**config.mk**
```make
export PLATFORM = sky130hd
export DESIGN_NAME = dmac_top
export DESIGN_NICKNAME = d
export VERILOG_FILES = /design/src/rtl/dmac_pkg.sv /design/src/rtl/dmac_top.sv /design/src/rtl/dmac_cond.sv
export VERILOG_INCLUDE_DIRS = /design/src /design/src/rtl
export SDC_FILE = /design/constraint.sdc
export NUM_CORES = 2
export LEC_CHECK = 0
export ABC_AREA = 1
export BUFFER_PORTS_ARGS = -buffer_cell sky130_fd_sc_hd__buf_2
export CAP_MARGIN = 20
export CORE_MARGIN = 1.5
export CORE_UTILIZATION = 60
export CTS_CLUSTER_SIZE = 10
export DETAILED_ROUTE_END_ITERATION = 10
export MAX_ROUTING_LAYER = met4
export PLACE_DENSITY = 0.88
export SETUP_SLACK_MARGIN = 0.5
export SYNTH_ARGS = -nofsm -noshare
export SYNTH_HDL_FRONTEND = slang
export SYNTH_SLANG_ARGS = --single-unit
```
**constraint.sdc**
```tcl
create_clock -name pclk -period 9.5 [get_ports pclk]
set_clock_uncertainty 0.1 [all_clocks]
set_input_delay 1.9 -clock pclk [delete_from_list [all_inputs] [get_ports pclk]]
set_output_delay 1.9 -clock pclk [all_outputs]
set_load 0.05 [all_outputs]
```
**src/rtl/dmac_map.svh**
```systemverilog
`ifndef DMAC_MAP_SVH
`define DMAC_MAP_SVH
// Accumulator geometry
`define DMAC_ACC_W 40
// Instruction field positions
`define DMAC_COND_HI 31
`define DMAC_COND_LO 28
`define DMAC_MAC_PAT_HI 27
`define DMAC_MAC_PAT_LO 20
`define DMAC_MAC_PAT 8'hE2
`define DMAC_XFER_PAT_HI 27
`define DMAC_XFER_PAT_LO 21
`define DMAC_XFER_PAT 7'h62
`define DMAC_DIR_BIT 20
`define DMAC_OPSEL_HI 19
`define DMAC_OPSEL_LO 16
`define DMAC_X_BIT 17
`define DMAC_Y_BIT 16
`define DMAC_MAC_ACC_HI 7
`define DMAC_MAC_ACC_LO 5
`define DMAC_MAC_ONE_BIT 4
`define DMAC_XFER_ACC_HI 2
`define DMAC_XFER_ACC_LO 0
// Operation select codes
`define DMAC_OP_WORD 4'h0
`define DMAC_OP_DUAL 4'h8
`define DMAC_OP_HALF_TOP 2'h3
// APB register offsets (byte addresses)
`define DMAC_REG_CTRL 12'h000
`define DMAC_REG_INSN 12'h004
`define DMAC_REG_OPA 12'h008
`define DMAC_REG_OPB 12'h00C
`define DMAC_REG_FLAGS 12'h010
`define DMAC_REG_RES_LO 12'h014
`define DMAC_REG_RES_HI 12'h018
`define DMAC_REG_STAT 12'h01C
`define DMAC_REG_ACC_LO 12'h020
`define DMAC_REG_ACC_HI 12'h024
// Field positions in control and status
`define DMAC_CTRL_EN_BIT 0
`define DMAC_STAT_UNDEF_BIT 0
`define DMAC_STAT_DONE_BIT 1
`define DMAC_STAT_SKIP_BIT 2
`define DMAC_STAT_RD_BIT 3
// Reset values
`define DMAC_CTRL_RST 32'h0000_0000
`endif

```
**src/rtl/dmac_pkg.sv**
```systemverilog
`default_nettype none
package dmac_pkg;
  // Decoded instruction class
  typedef enum logic [4:0] {
    DMAC_K_NONE = 5'h01,
    DMAC_K_WORD = 5'h02,
    DMAC_K_DUAL = 5'h04,
    DMAC_K_HALF = 5'h08,
    DMAC_K_XFER = 5'h10
  } dmac_kind_type;
  // Execute sequencer states
  typedef enum logic [2:0] {
    DMAC_S_IDLE = 3'h1,
    DMAC_S_EXEC = 3'h2,
    DMAC_S_DONE = 3'h4
  } dmac_state_type;
  // Issued instruction with operand values
  typedef struct packed {
    logic [31:0] insn;
    logic [31:0] opa;
    logic [31:0] opb;
    logic [3:0] flags;
  } dmac_issue_type;
  // Result returned to the core
  typedef struct packed {
    logic [31:0] lo;
    logic [31:0] hi;
    logic undef_exc;
    logic wr_regs;
  } dmac_result_type;
endpackage
`default_nettype wire

```
**src/rtl/dmac_top.sv**
```systemverilog
`timescale 1ns/1ps
`default_nettype none
`include "dmac_map.svh"
module dmac_top
  import dmac_pkg::*;
#(
  parameter int ACC_W = `DMAC_ACC_W
) (
  input wire logic pclk,
  input wire logic presetn,
  input wire logic psel,
  input wire logic penable,
  input wire logic pwrite,
  input wire logic [11:0] paddr,
  input wire logic [31:0] pwdata,
  output logic [31:0] prdata,
  output logic pready,
  output logic pslverr
);
  // Sign-extend a 32-bit signed product to accumulator width
  function automatic logic [ACC_W-1:0] sext32(input logic [31:0] p);
    sext32 = {{(ACC_W-32){p[31]}}, p};
  endfunction
  // Signed 16x16 multiply giving 32 bits
  function automatic logic [31:0] smul16(input logic [15:0] a, input logic [15:0] b);
    logic signed [31:0] r;
    r = $signed(a) * $signed(b);
    smul16 = r;
  endfunction

  // Software-visible registers
  logic [31:0] ctrl_q;      // Access enable
  dmac_issue_type iss_q;    // Issued instruction and operands
  dmac_result_type res_q;   // Last result
  logic done_q;             // Instruction completed
  logic skip_q;             // Condition failed
  logic [ACC_W-1:0] acc_q;  // The sole sum register
  logic [ACC_W-1:0] acc_d;
  dmac_state_type state_q;
  dmac_state_type state_d;

  // APB decode
  wire apb_acc = psel & penable;
  wire apb_wr = apb_acc & pwrite;
  wire apb_rd = apb_acc & ~pwrite;
  wire hit_ctrl = (paddr == `DMAC_REG_CTRL);
  wire hit_insn = (paddr == `DMAC_REG_INSN);
  wire hit_opa = (paddr == `DMAC_REG_OPA);
  wire hit_opb = (paddr == `DMAC_REG_OPB);
  wire hit_flags = (paddr == `DMAC_REG_FLAGS);
  wire hit_rlo = (paddr == `DMAC_REG_RES_LO);
  wire hit_rhi = (paddr == `DMAC_REG_RES_HI);
  wire hit_stat = (paddr == `DMAC_REG_STAT);
  wire hit_alo = (paddr == `DMAC_REG_ACC_LO);
  wire hit_ahi = (paddr == `DMAC_REG_ACC_HI);
  wire hit_any = hit_ctrl | hit_insn | hit_opa | hit_opb | hit_flags | hit_rlo | hit_rhi |
                 hit_stat | hit_alo | hit_ahi;
  // Writing the instruction register while idle issues it
  wire issue = apb_wr & hit_insn & (state_q == DMAC_S_IDLE);

  // Instruction field extraction
  wire [31:0] insn = iss_q.insn;
  wire [3:0] opsel = insn[`DMAC_OPSEL_HI:`DMAC_OPSEL_LO];
  wire is_mac_fmt = (insn[`DMAC_MAC_PAT_HI:`DMAC_MAC_PAT_LO] == `DMAC_MAC_PAT) &
                    (insn[11:8] == 4'h0) & insn[`DMAC_MAC_ONE_BIT];
  wire is_xfer_fmt = (insn[`DMAC_XFER_PAT_HI:`DMAC_XFER_PAT_LO] == `DMAC_XFER_PAT) &
                     (insn[11:8] == 4'h0) & (insn[3] == 1'b0);
  wire mac_sole_sum_register = (insn[`DMAC_MAC_ACC_HI:`DMAC_MAC_ACC_LO] == 3'h0);
  wire xfer_sole_sum_register = (insn[`DMAC_XFER_ACC_HI:`DMAC_XFER_ACC_LO] == 3'h0);
  wire xfer_read = insn[`DMAC_DIR_BIT];
  // Operand naming: opa is multiplier / high transfer, opb is multiplicand / low transfer
  wire [31:0] mplier = iss_q.opa;
  wire [31:0] mcand = iss_q.opb;

  // Classify the instruction
  dmac_kind_type kind;
  always_comb begin
    kind = DMAC_K_NONE;
    if (is_mac_fmt && mac_sole_sum_register) begin
      if (opsel == `DMAC_OP_WORD) begin
        kind = DMAC_K_WORD;
      end else if (opsel == `DMAC_OP_DUAL) begin
        kind = DMAC_K_DUAL;
      end else if (opsel[3:2] == `DMAC_OP_HALF_TOP) begin
        kind = DMAC_K_HALF;
      end
    end else if (is_xfer_fmt && xfer_sole_sum_register) begin
      kind = DMAC_K_XFER;
    end
  end

  // Condition check against the core's flags
  logic cond_ok;
  dmac_cond u_cond (
    .cond(insn[`DMAC_COND_HI:`DMAC_COND_LO]),
    .flags(iss_q.flags),
    .pass(cond_ok)
  );
  wire enabled = ctrl_q[`DMAC_CTRL_EN_BIT];

  // Products
  wire signed [63:0] word_prod = $signed(mplier) * $signed(mcand);
  wire [31:0] low_prod = smul16(mplier[15:0], mcand[15:0]);
  wire [31:0] high_prod = smul16(mplier[31:16], mcand[31:16]);
  wire [15:0] half_a = insn[`DMAC_X_BIT] ? mcand[31:16] : mcand[15:0];
  wire [15:0] half_b = insn[`DMAC_Y_BIT] ? mplier[31:16] : mplier[15:0];
  wire [31:0] half_prod = smul16(half_a, half_b);

  // Execute step: only a passed, enabled, defined instruction changes the accumulator
  wire do_exec = (state_q == DMAC_S_EXEC) & enabled & cond_ok;
  always_comb begin
    acc_d = acc_q;
    if (do_exec) begin
      case (kind)
        DMAC_K_WORD: acc_d = acc_q + word_prod[ACC_W-1:0];
        DMAC_K_DUAL: acc_d = acc_q + sext32(low_prod) + sext32(high_prod);
        DMAC_K_HALF: acc_d = acc_q + sext32(half_prod);
        DMAC_K_XFER: begin
          if (!xfer_read) begin
            acc_d = {iss_q.opa[7:0], iss_q.opb};
          end
        end
        default: acc_d = acc_q;
      endcase
    end
  end

  // Sequencer
  always_comb begin
    case (state_q)
      DMAC_S_IDLE: state_d = issue ? DMAC_S_EXEC : DMAC_S_IDLE;
      DMAC_S_EXEC: state_d = DMAC_S_DONE;
      DMAC_S_DONE: state_d = DMAC_S_IDLE;
      default: state_d = DMAC_S_IDLE;
    endcase
  end

  // Readback values
  wire [31:0] rd_hi = {{(32-(ACC_W-32)){acc_q[ACC_W-1]}}, acc_q[ACC_W-1:32]};
  wire [31:0] rd_lo = acc_q[31:0];
  wire exec_read = do_exec & (kind == DMAC_K_XFER) & xfer_read;
  wire exec_undef = (state_q == DMAC_S_EXEC) & ~enabled;

  // State and accumulator
  always_ff @(posedge pclk or negedge presetn) begin
    if (!presetn) begin
      state_q <= DMAC_S_IDLE;
      acc_q <= '0;
    end else begin
      state_q <= state_d;
      acc_q <= acc_d;
    end
  end

  // Result and status capture
  always_ff @(posedge pclk or negedge presetn) begin
    if (!presetn) begin
      res_q <= '0;
      done_q <= 1'b0;
      skip_q <= 1'b0;
    end else if (state_q == DMAC_S_EXEC) begin
      res_q.undef_exc <= exec_undef;
      res_q.wr_regs <= exec_read;
      res_q.lo <= exec_read ? rd_lo : res_q.lo;
      res_q.hi <= exec_read ? rd_hi : res_q.hi;
      done_q <= 1'b1;
      skip_q <= enabled & ~cond_ok;
    end else if (issue) begin
      done_q <= 1'b0;
    end
  end

  // Software register writes; the flags register changes only here, on a software write to it
  always_ff @(posedge pclk or negedge presetn) begin
    if (!presetn) begin
      ctrl_q <= `DMAC_CTRL_RST;
      iss_q <= '0;
    end else if (apb_wr) begin
      if (hit_ctrl) ctrl_q <= pwdata;
      if (issue) iss_q.insn <= pwdata;
      if (hit_opa) iss_q.opa <= pwdata;
      if (hit_opb) iss_q.opb <= pwdata;
      if (hit_flags) iss_q.flags <= pwdata[3:0];
    end
  end

  // APB read mux
  logic [31:0] rdata;
  always_comb begin
    rdata = 32'h0000_0000;
    if (hit_ctrl) rdata = {31'h0000_0000, ctrl_q[`DMAC_CTRL_EN_BIT]};
    if (hit_insn) rdata = iss_q.insn;
    if (hit_opa) rdata = iss_q.opa;
    if (hit_opb) rdata = iss_q.opb;
    if (hit_flags) rdata = {28'h000_0000, iss_q.flags};
    if (hit_rlo) rdata = res_q.lo;
    if (hit_rhi) rdata = res_q.hi;
    // Status: bit 3 marks that the last instruction returned the sum register
    if (hit_stat) rdata = {28'h000_0000, res_q.wr_regs, skip_q, done_q, res_q.undef_exc};
    if (hit_alo) rdata = rd_lo;
    if (hit_ahi) rdata = rd_hi;
  end
  // Zero-wait answer; unmapped addresses return an error
  assign pready = 1'b1;
  assign pslverr = apb_acc & ~hit_any;
  assign prdata = (apb_rd & hit_any) ? rdata : 32'h0000_0000;

  // Assertions
  // Reference products from sign-extended operands, formed apart from the datapath
  wire [63:0] ref_word = {{32{mplier[31]}}, mplier} * {{32{mcand[31]}}, mcand};
  wire [31:0] ref_lo = {{16{mplier[15]}}, mplier[15:0]} * {{16{mcand[15]}}, mcand[15:0]};
  wire [31:0] ref_hi = {{16{mplier[31]}}, mplier[31:16]} * {{16{mcand[31]}}, mcand[31:16]};
  wire [31:0] ref_cand = mcand >> {opsel[1], 4'h0};
  wire [31:0] ref_plier = mplier >> {opsel[0], 4'h0};
  wire [31:0] ref_half = {{16{ref_plier[15]}}, ref_plier[15:0]} * {{16{ref_cand[15]}}, ref_cand[15:0]};

  // Disabled access leaves the sum register alone and reports the exception
  undef_no_acc_a: assert property (@(posedge pclk) disable iff (!presetn)
    (state_q == DMAC_S_EXEC && !enabled) |=> (acc_q == $past(acc_q)) && res_q.undef_exc)
    else $error("disabled access changed accumulator");

  // Enabled access never reports the exception
  enabled_run_a: assert property (@(posedge pclk) disable iff (!presetn)
    (state_q == DMAC_S_EXEC && enabled) |=> !res_q.undef_exc)
    else $error("enabled access raised exception");

  // Failed condition holds the sum register
  cond_fail_hold_a: assert property (@(posedge pclk) disable iff (!presetn)
    (state_q == DMAC_S_EXEC && !cond_ok) |=> acc_q == $past(acc_q))
    else $error("failed condition changed accumulator");

  // Failed condition is reported in status
  skip_flag_a: assert property (@(posedge pclk) disable iff (!presetn)
    (state_q == DMAC_S_EXEC && enabled && !cond_ok) |=> skip_q)
    else $error("failed condition not reported");

  // Full-word product truncated and added modulo the sum width
  word_sum_a: assert property (@(posedge pclk) disable iff (!presetn)
    (do_exec && kind == DMAC_K_WORD) |=> acc_q == $past(acc_q + ref_word[ACC_W-1:0]))
    else $error("word multiply-add wrong");

  // Low halves multiplied as signed values
  dual_low_a: assert property (@(posedge pclk) disable iff (!presetn)
    (do_exec && kind == DMAC_K_DUAL) |-> low_prod == ref_lo)
    else $error("dual low product wrong");

  // Upper halves multiplied as signed values
  dual_high_a: assert property (@(posedge pclk) disable iff (!presetn)
    (do_exec && kind == DMAC_K_DUAL) |-> high_prod == ref_hi)
    else $error("dual high product wrong");

  // Both packed products sign-extended and added
  dual_sum_a: assert property (@(posedge pclk) disable iff (!presetn)
    (do_exec && kind == DMAC_K_DUAL) |=>
      acc_q == $past(acc_q + {{(ACC_W-32){ref_lo[31]}}, ref_lo} + {{(ACC_W-32){ref_hi[31]}}, ref_hi}))
    else $error("dual multiply-add wrong");

  // One signed halfword product added
  half_sum_a: assert property (@(posedge pclk) disable iff (!presetn)
    (do_exec && kind == DMAC_K_HALF) |=> acc_q == $past(acc_q + {{(ACC_W-32){ref_half[31]}}, ref_half}))
    else $error("halfword multiply-add wrong");

  // Halves picked by the x and y bits
  half_pick_a: assert property (@(posedge pclk) disable iff (!presetn)
    (do_exec && kind == DMAC_K_HALF) |-> half_prod == ref_half)
    else $error("halfword selection wrong");

  // Undefined operation codes leave the sum register alone
  bad_op_a: assert property (@(posedge pclk) disable iff (!presetn)
    (state_q == DMAC_S_EXEC && is_mac_fmt && opsel != 4'h0 && opsel != 4'h8 && opsel[3:2] != 2'h3) |=>
      acc_q == $past(acc_q))
    else $error("undefined operation acted");

  // Nonzero accumulator select on a multiply does nothing
  bad_acc_a: assert property (@(posedge pclk) disable iff (!presetn)
    (state_q == DMAC_S_EXEC && is_mac_fmt && !mac_sole_sum_register) |=> acc_q == $past(acc_q))
    else $error("nonzero accumulator select acted");

  // Inbound transfer fills the sum register from both operands
  load_sum_a: assert property (@(posedge pclk) disable iff (!presetn)
    (do_exec && kind == DMAC_K_XFER && !xfer_read) |=> acc_q == {$past(iss_q.opa[7:0]), $past(iss_q.opb)})
    else $error("inbound transfer wrong");

  // Outbound high word is the sign-extended top byte
  read_hi_a: assert property (@(posedge pclk) disable iff (!presetn)
    exec_read |=> res_q.hi == {{(64-ACC_W){$past(acc_q[ACC_W-1])}}, $past(acc_q[ACC_W-1:32])})
    else $error("outbound transfer wrong");

  // Outbound low word mirrors the low 32 bits
  read_lo_a: assert property (@(posedge pclk) disable iff (!presetn)
    exec_read |=> res_q.lo == $past(acc_q[31:0]))
    else $error("outbound low word wrong");

  // Outbound transfer keeps the sum register and flags a register result
  read_keep_a: assert property (@(posedge pclk) disable iff (!presetn)
    exec_read |=> (acc_q == $past(acc_q)) && res_q.wr_regs)
    else $error("outbound transfer direction wrong");

  // Inbound transfer returns nothing to the core
  load_dir_a: assert property (@(posedge pclk) disable iff (!presetn)
    (do_exec && kind == DMAC_K_XFER && !xfer_read) |=> !res_q.wr_regs)
    else $error("inbound transfer returned registers");

  // Nonzero accumulator select on a transfer does nothing
  xfer_sel_a: assert property (@(posedge pclk) disable iff (!presetn)
    (state_q == DMAC_S_EXEC && is_xfer_fmt && !xfer_sole_sum_register) |=> acc_q == $past(acc_q))
    else $error("nonzero transfer select acted");

  // Sum register persists outside the execute cycle
  idle_hold_a: assert property (@(posedge pclk) disable iff (!presetn)
    (state_q != DMAC_S_EXEC) |=> acc_q == $past(acc_q))
    else $error("accumulator changed outside execute");

  // Condition flags change only by a software write
  flags_kept_a: assert property (@(posedge pclk) disable iff (!presetn)
    !(apb_wr && hit_flags) |=> $stable(iss_q.flags))
    else $error("flags changed by instruction");

  // An instruction written while busy is ignored
  busy_insn_a: assert property (@(posedge pclk) disable iff (!presetn)
    (state_q != DMAC_S_IDLE && apb_wr && hit_insn) |=> $stable(iss_q.insn))
    else $error("instruction accepted while busy");
endmodule
`default_nettype wire

```
**src/rtl/dmac_cond.sv**
```systemverilog
`timescale 1ns/1ps
`default_nettype none
// Condition-code evaluator: flags are {n,z,c,v}
module dmac_cond (
  input wire logic [3:0] cond,
  input wire logic [3:0] flags,
  output logic pass
);
  // Individual flags
  wire n = flags[3];
  wire z = flags[2];
  wire c = flags[1];
  wire v = flags[0];
  // Base predicate from the upper three bits, inverted by bit 0
  logic base;
  always_comb begin
    case (cond[3:1])
      3'h0: base = z;
      3'h1: base = c;
      3'h2: base = n;
      3'h3: base = v;
      3'h4: base = c & ~z;
      3'h5: base = (n == v);
      3'h6: base = ~z & (n == v);
      default: base = 1'b1;
    endcase
  end
  // The always code with bit 0 set is kept as always
  assign pass = (cond == 4'hF) ? 1'b1 : (base ^ cond[0]);
endmodule
`default_nettype wire

```
-- Yosys cells after proc, flatten, opt, wreduce, memory -nomap -nowiden
Index checks and enable logic that the tools add are counted.
- flip-flop bits (word level): 188
- output and inout port bits: 34
- input port bits: 49
- equal/unequal tests: 28
- bitwise gates (word level): 35
- multiplexer cells: 26
- add/sub/neg operators: 4
- $mul: 4
- reduce and logical (&&, ||, !) cells: 17
- operators by type and width (kind ; count):
    two-way mux 32 bit ; 10
    adder 40 bit ; 4
    one-hot mux 40 bit (4 select lines) ; 1
    multiplier 16 x 16 -> 32 bit ; 3
    equality test 12 x 5 -> 1 bit, second input constant ; 4
    multiplier 32 x 32 -> 40 bit ; 1
    two-way mux 40 bit ; 1
    two-way mux 16 bit ; 2
    equality test 12 x 4 -> 1 bit, second input constant ; 2
    equality test 12 x 6 -> 1 bit, second input constant ; 2
    bitwise AND 1 bit ; 19
    two-way mux 5 bit ; 3
    equality test 12 x 3 -> 1 bit, second input constant ; 1
    zero test 12 bit ; 1
    AND reduction 2 bit ; 6
    equality test 3 x 2 -> 1 bit, second input constant ; 3
    equality test 3 bit, second input constant ; 3
    zero test 3 bit ; 3
    bitwise OR 1 bit ; 9
    equality test 4 bit, second input constant ; 2
    equality test 8 bit, second input constant ; 1
    zero test 4 bit ; 2
    two-way mux 4 bit ; 2
    equality test 7 bit, second input constant ; 1
    other kinds (18) ; 28

-- Longest topological paths before layout
- word-level depth: 12
- gate-level depth with buffers: 51
- gate-level depth less buffers: 49

-- By module
A second synthesis with hierarchy kept.
- cell total of the unflattened synthesis: 8945
- area, all modules: 69940.8 um^2
- modules (own cells, without submodules) (module ; cells each ; times used ; seq. area each (um^2) ; area each (um^2)):
    dmac_top ; 8917 ; 1 ; 4705.8 ; 69818.2
    dmac_cond ; 28 ; 1 ; 0.0 ; 122.6

-- Least setup slack after synthesis
Ideal clock, no wire load.
- kind: reg2reg
- from: register iss_q, in the netlist mplier[28]
- to: register acc_q[35]
- arrival: 7.819 ns
- setup time: 0.119 ns
- setup slack: 1.463 ns
- data required time: 9.281 ns
- stages on the path, launching flop included: 41
- path through: dfrtp_1 -> clkbuf_1 -> buf_1 -> nand2_1 -> fa_1 -> inv_1 -> fa_1 -> inv_1 -> fa_1 -> inv_1 -> fa_1 -> fa_1 -> inv_1 -> fa_1 -> inv_1 -> ha_1 -> a21o_1 -> a21oi_1 -> (+5 left out) -> nand2_1 -> nand2_1 -> nand3_1 -> nand2_1 -> xnor2_1 -> fa_1 -> inv_1 -> ha_1 -> nand2_1 -> inv_1 -> a21oi_1 -> nor3_1 -> nor3_1 -> nand3_1 -> or2_2 -> nand3_1 -> nand3_1 -> o21a_1
- longest elaborated chain between the ends: 4
- elaborated cells between the ends (all ways): 8
- RTL lines (what ; RTL line ; text):
    start: declaration ; dmac_top.sv:33 ; dmac_issue_type iss_q;
    parallel branches: the longest is 3 deep, another holds multiplier 32 x 32 -> 40 bit ; -- ;
    one-hot mux 40 bit (4 select lines) (*) ; dmac_top.sv:114 ; case (kind)
    end signal: assignment ; dmac_top.sv:148 ; acc_q <= '0;
    end signal: assignment ; dmac_top.sv:151 ; acc_q <= acc_d;
    end: declaration ; dmac_top.sv:37 ; logic [ACC_W-1:0] acc_q;
Every way passes the cells marked *.
A chain may end at the register's enable or synchronous reset.

-- Worst setup path after layout
- from: register iss_q, in the netlist mplier[16]
- to: register acc_q[39]
The elaborated chain is that of the path after synthesis.

==> out/metrics.yaml <==
status: "finished, final reports clean"
yosys.area.top_type: "fa_1"
initial_core_util: 0.6061
core_area_um2: 116400
r2r_slack_ns: 0.33
grt_max_degree: 97
max_freq_mhz: 109.1
fin_nets: 11610
cts_root_buf: "clkbuf_16"
synthesis.nets: 11220
area_delta_synth_final_pct: 10.82
ir_worst_vdd_mv: 0.1325
worst_pin_slew_ns: 1.125
multi_input_area_um2: 55660
die-area_um2: 119600
synthCells: 9170
critPathMaxStageDelay_ns: 0.83
path_buf_inv: 6
io_pins: 83
synth_flop_cell: "dfrtp_1"
wirelength_mm: 314.1
drive_above_1_share: 0.1055
syn_area_per_cell_um2: 7.691
max_cap_viol_count: 0
final_common_cell: "inv_1"
r2r_cells: 26
placed_cells: 11040
cp-endpoint: "acc_q[39]"
crit_top_cell: "fa_1"
ys_types: 62
cp_top_family: "adder cells"
clock_latency_ns: 0.52
setup_violations: 0
hold_violations: 0
vias: 68210
r2r-end: "acc_q[39]"
rows: 125
die_h_um: 345.9
hold_buffers: 0
drc: 0
routedWlPerCell_um: 28.24
ys_warn_count: 0
fin_ws_ns: 0.3324
rsz0062_at_grt: "yes"
power_leakage_nw: 45.15
clk_pin_slew_ns: 0.08
dpl_worst_slack_ns: -0.1476
relSlewSlack: 0.2446
utilization: 0.6717
slowest_stage: "fa_2"
cp-start-kind: "flop"
cts_made_buffers: 17
cp_data_required_time_ns: 9.80
crit_start: "mplier[16]"
antenna_found_initial: 13
fin_crit_ns: 9.168
fin_setup_tns_ns: 0
gp_congestion: 1.143
final_cell_mix: "inv_1, nand2_1, fa_1"
r2r_start: "mplier[16]"
synth_top_area_share: 0.4275
path_class: "flop to flop"
holdWs_ns: 0.3891
slew_violations: 0
cp.depth: 26
synthesis.area_um2: 70530
ant_nets: 0
clock_path_buffers: 2
nFillCells: 8857
seq_area_um2: 4747
fin_crit_sh: 0.9650
synth_area_leaders: "fa_1, inv_1, nand2_1"
die_x_um: 345.9
async_flop_share: 1.000
cp.arrival_ns: 9.47
stdcell_count: 11120
grt_pass1_wl_mm: 459.6
worst_setup_path_end_kind: "flop"
hold_class: "flop to flop"
synth-seq-cells: 188
power_density_nw_per_um2: 21.23
cts_sinks: 188
cts_tree: "yes"
drtPass1Iterations: 10
crit_fanout: 22
dp_hpwl_mm: 258.3
ys_seq_area_frac: 0.06672
htreeDepth: 4
drt-initial-drc-count: 9672
track_usage: 0.5464
grt-ovfl-total: 0
grt_pass1_vias: 73110
io_buffers: 81
synth_edf_count: 0
vias_per_cell: 6.133
[metrics by stage]
step	power, W	cell area [um2]
floorplan	0.0008364	70530
global route	0.001673	78140
CTS	0.001640	77050
detailed placement	0.0008932	76350
finish	0.001659	78160
global placement	0.0008922	76300
[worst min path at each step]
stage	from	end	slack [ns]	depth (start not counted)
finish	state_q[2]	state_q[2]	0.39	1
global route	state_q[2]	state_q[2]	0.41	1
CTS	state_q[2]	state_q[2]	0.39	1
detailed placement	res_q[61]	res_q[61]	0.37	2
global placement	state_q[2]	state_q[2]	0.35	1
floorplan	state_q[2]	state_q[2]	0.34	1
[cells by family after synthesis]
logic type               Yosys count  share of synthesized area
AO/OA/AOI/OAI                    914                    0.07300
XOR/XNOR                         147                    0.01825
adder cells (fa/ha/maj)         1997                     0.5146
buffers and inverters           2879                     0.1544
flip-flops                       188                    0.06672
multiplexers                       1                  0.0002128
other                              1                 0.00005317
AND/OR/NAND/NOR                 3043                     0.1728
[worst register-to-register path: stages, from the launching register on]
cell and delay (ns):
dfrtp_1 0.33, buf_4 0.24, buf_4 0.55, nand2_1 0.53
fa_2 0.83, inv_1 0.11, fa_1 0.47, fa_1 0.55
inv_1 0.06, fa_1 0.49, fa_1 0.59, fa_1 0.44
fa_1 0.49, inv_1 0.05, fa_1 0.52, ha_1 0.56
nand2_1 0.18, nor2_1 0.20, inv_1 0.09, nor4_1 0.71
nand3_1 0.19, nand3_1 0.28, nand3_1 0.12, nand3_1 0.21
nand2_1 0.08, nand2_1 0.06, nand2_1 0.06
[sequential cells by signal, indices dropped and copies added (netlist names)]
name / flops
ctrl_q: 1
res_q: 42
skip_q: 1
done_q: 1
acc_q: 40
mplier: 32
insn: 32
mcand: 32
iss_q: 4
state_q: 3
[metal layers]
metal | part of all wire | wire length [um] | track usage | vias to the layer above
met4 | 0.12 | 36130 | 0.4551 | 0
li1 | - | - | - | 27620
met5 | 0 | 0 | - | -
met1 | 0.33 | 104800 | 0.6272 | 32500
met3 | 0.14 | 44300 | 0.1910 | 2266
met2 | 0.41 | 128900 | 0.7674 | 5836
[cells in the mapped netlist, types with 3 or more instances]
| cell | instances |
|---|---|
| inv_1 | 2525 |
| nand2_1 | 2167 |
| fa_1 | 1506 |
| ha_1 | 491 |
| nor2_1 | 460 |
| o21ai_0 | 344 |
| a21oi_1 | 270 |
| clkbuf_1 | 263 |
| nand3_1 | 247 |
| dfrtp_1 | 187 |
| xor2_1 | 78 |
| o21ai_1 | 73 |
| xnor2_1 | 69 |
| o211ai_1 | 48 |
| a31oi_1 | 45 |
| o21bai_1 | 36 |
| nand4_1 | 35 |
| nor3_1 | 35 |
| buf_1 | 34 |
| or2_2 | 33 |
| a21o_1 | 26 |
| buf_2 | 22 |
| nor4_1 | 19 |
| nand3b_1 | 17 |
| inv_2 | 15 |
| o221ai_1 | 12 |
| a21boi_0 | 9 |
| clkinv_1 | 9 |
| o2111ai_1 | 8 |
| o21a_1 | 8 |
| a22oi_1 | 6 |
| buf_4 | 6 |
| nor2_2 | 6 |
| nand2_2 | 5 |
| a21boi_1 | 4 |
| a31o_2 | 4 |
| buf_6 | 4 |
| o22ai_1 | 4 |
| or2_1 | 4 |
| nand3_2 | 3 |
| nor3_2 | 3 |
| o31ai_1 | 3 |
| or2_0 | 3 |
[timing repair]
item / CTS / global route
resized for setup: 38 / 232
pin swaps: 1 / 16
endpoints found under the setup margin: 19 / 25
setup buffers: 2 / 30
gates cloned: 1 / 0
[area by class of cell]
cell class | instances | area share
inverter | 2550 | 0.1227
antenna | 21 | 0.0006724
clock inverter | 12 | 0.001585
timing repair inverter | 1 | 0.00009605
clock buffer | 20 | 0.005843
sequential | 188 | 0.06074
timing repair buffer | 703 | 0.07183
multi-input combinational | 6103 | 0.7122
tap | 1524 | 0.02440
[power by group]
group          total [W]  internal [W]  switching (W)
registers       0.000801      0.000800     0.00000118
clock network   0.000777      0.000363       0.000414
logic          0.0000810     0.0000178      0.0000631
Power figures use the tool's default switching activity.
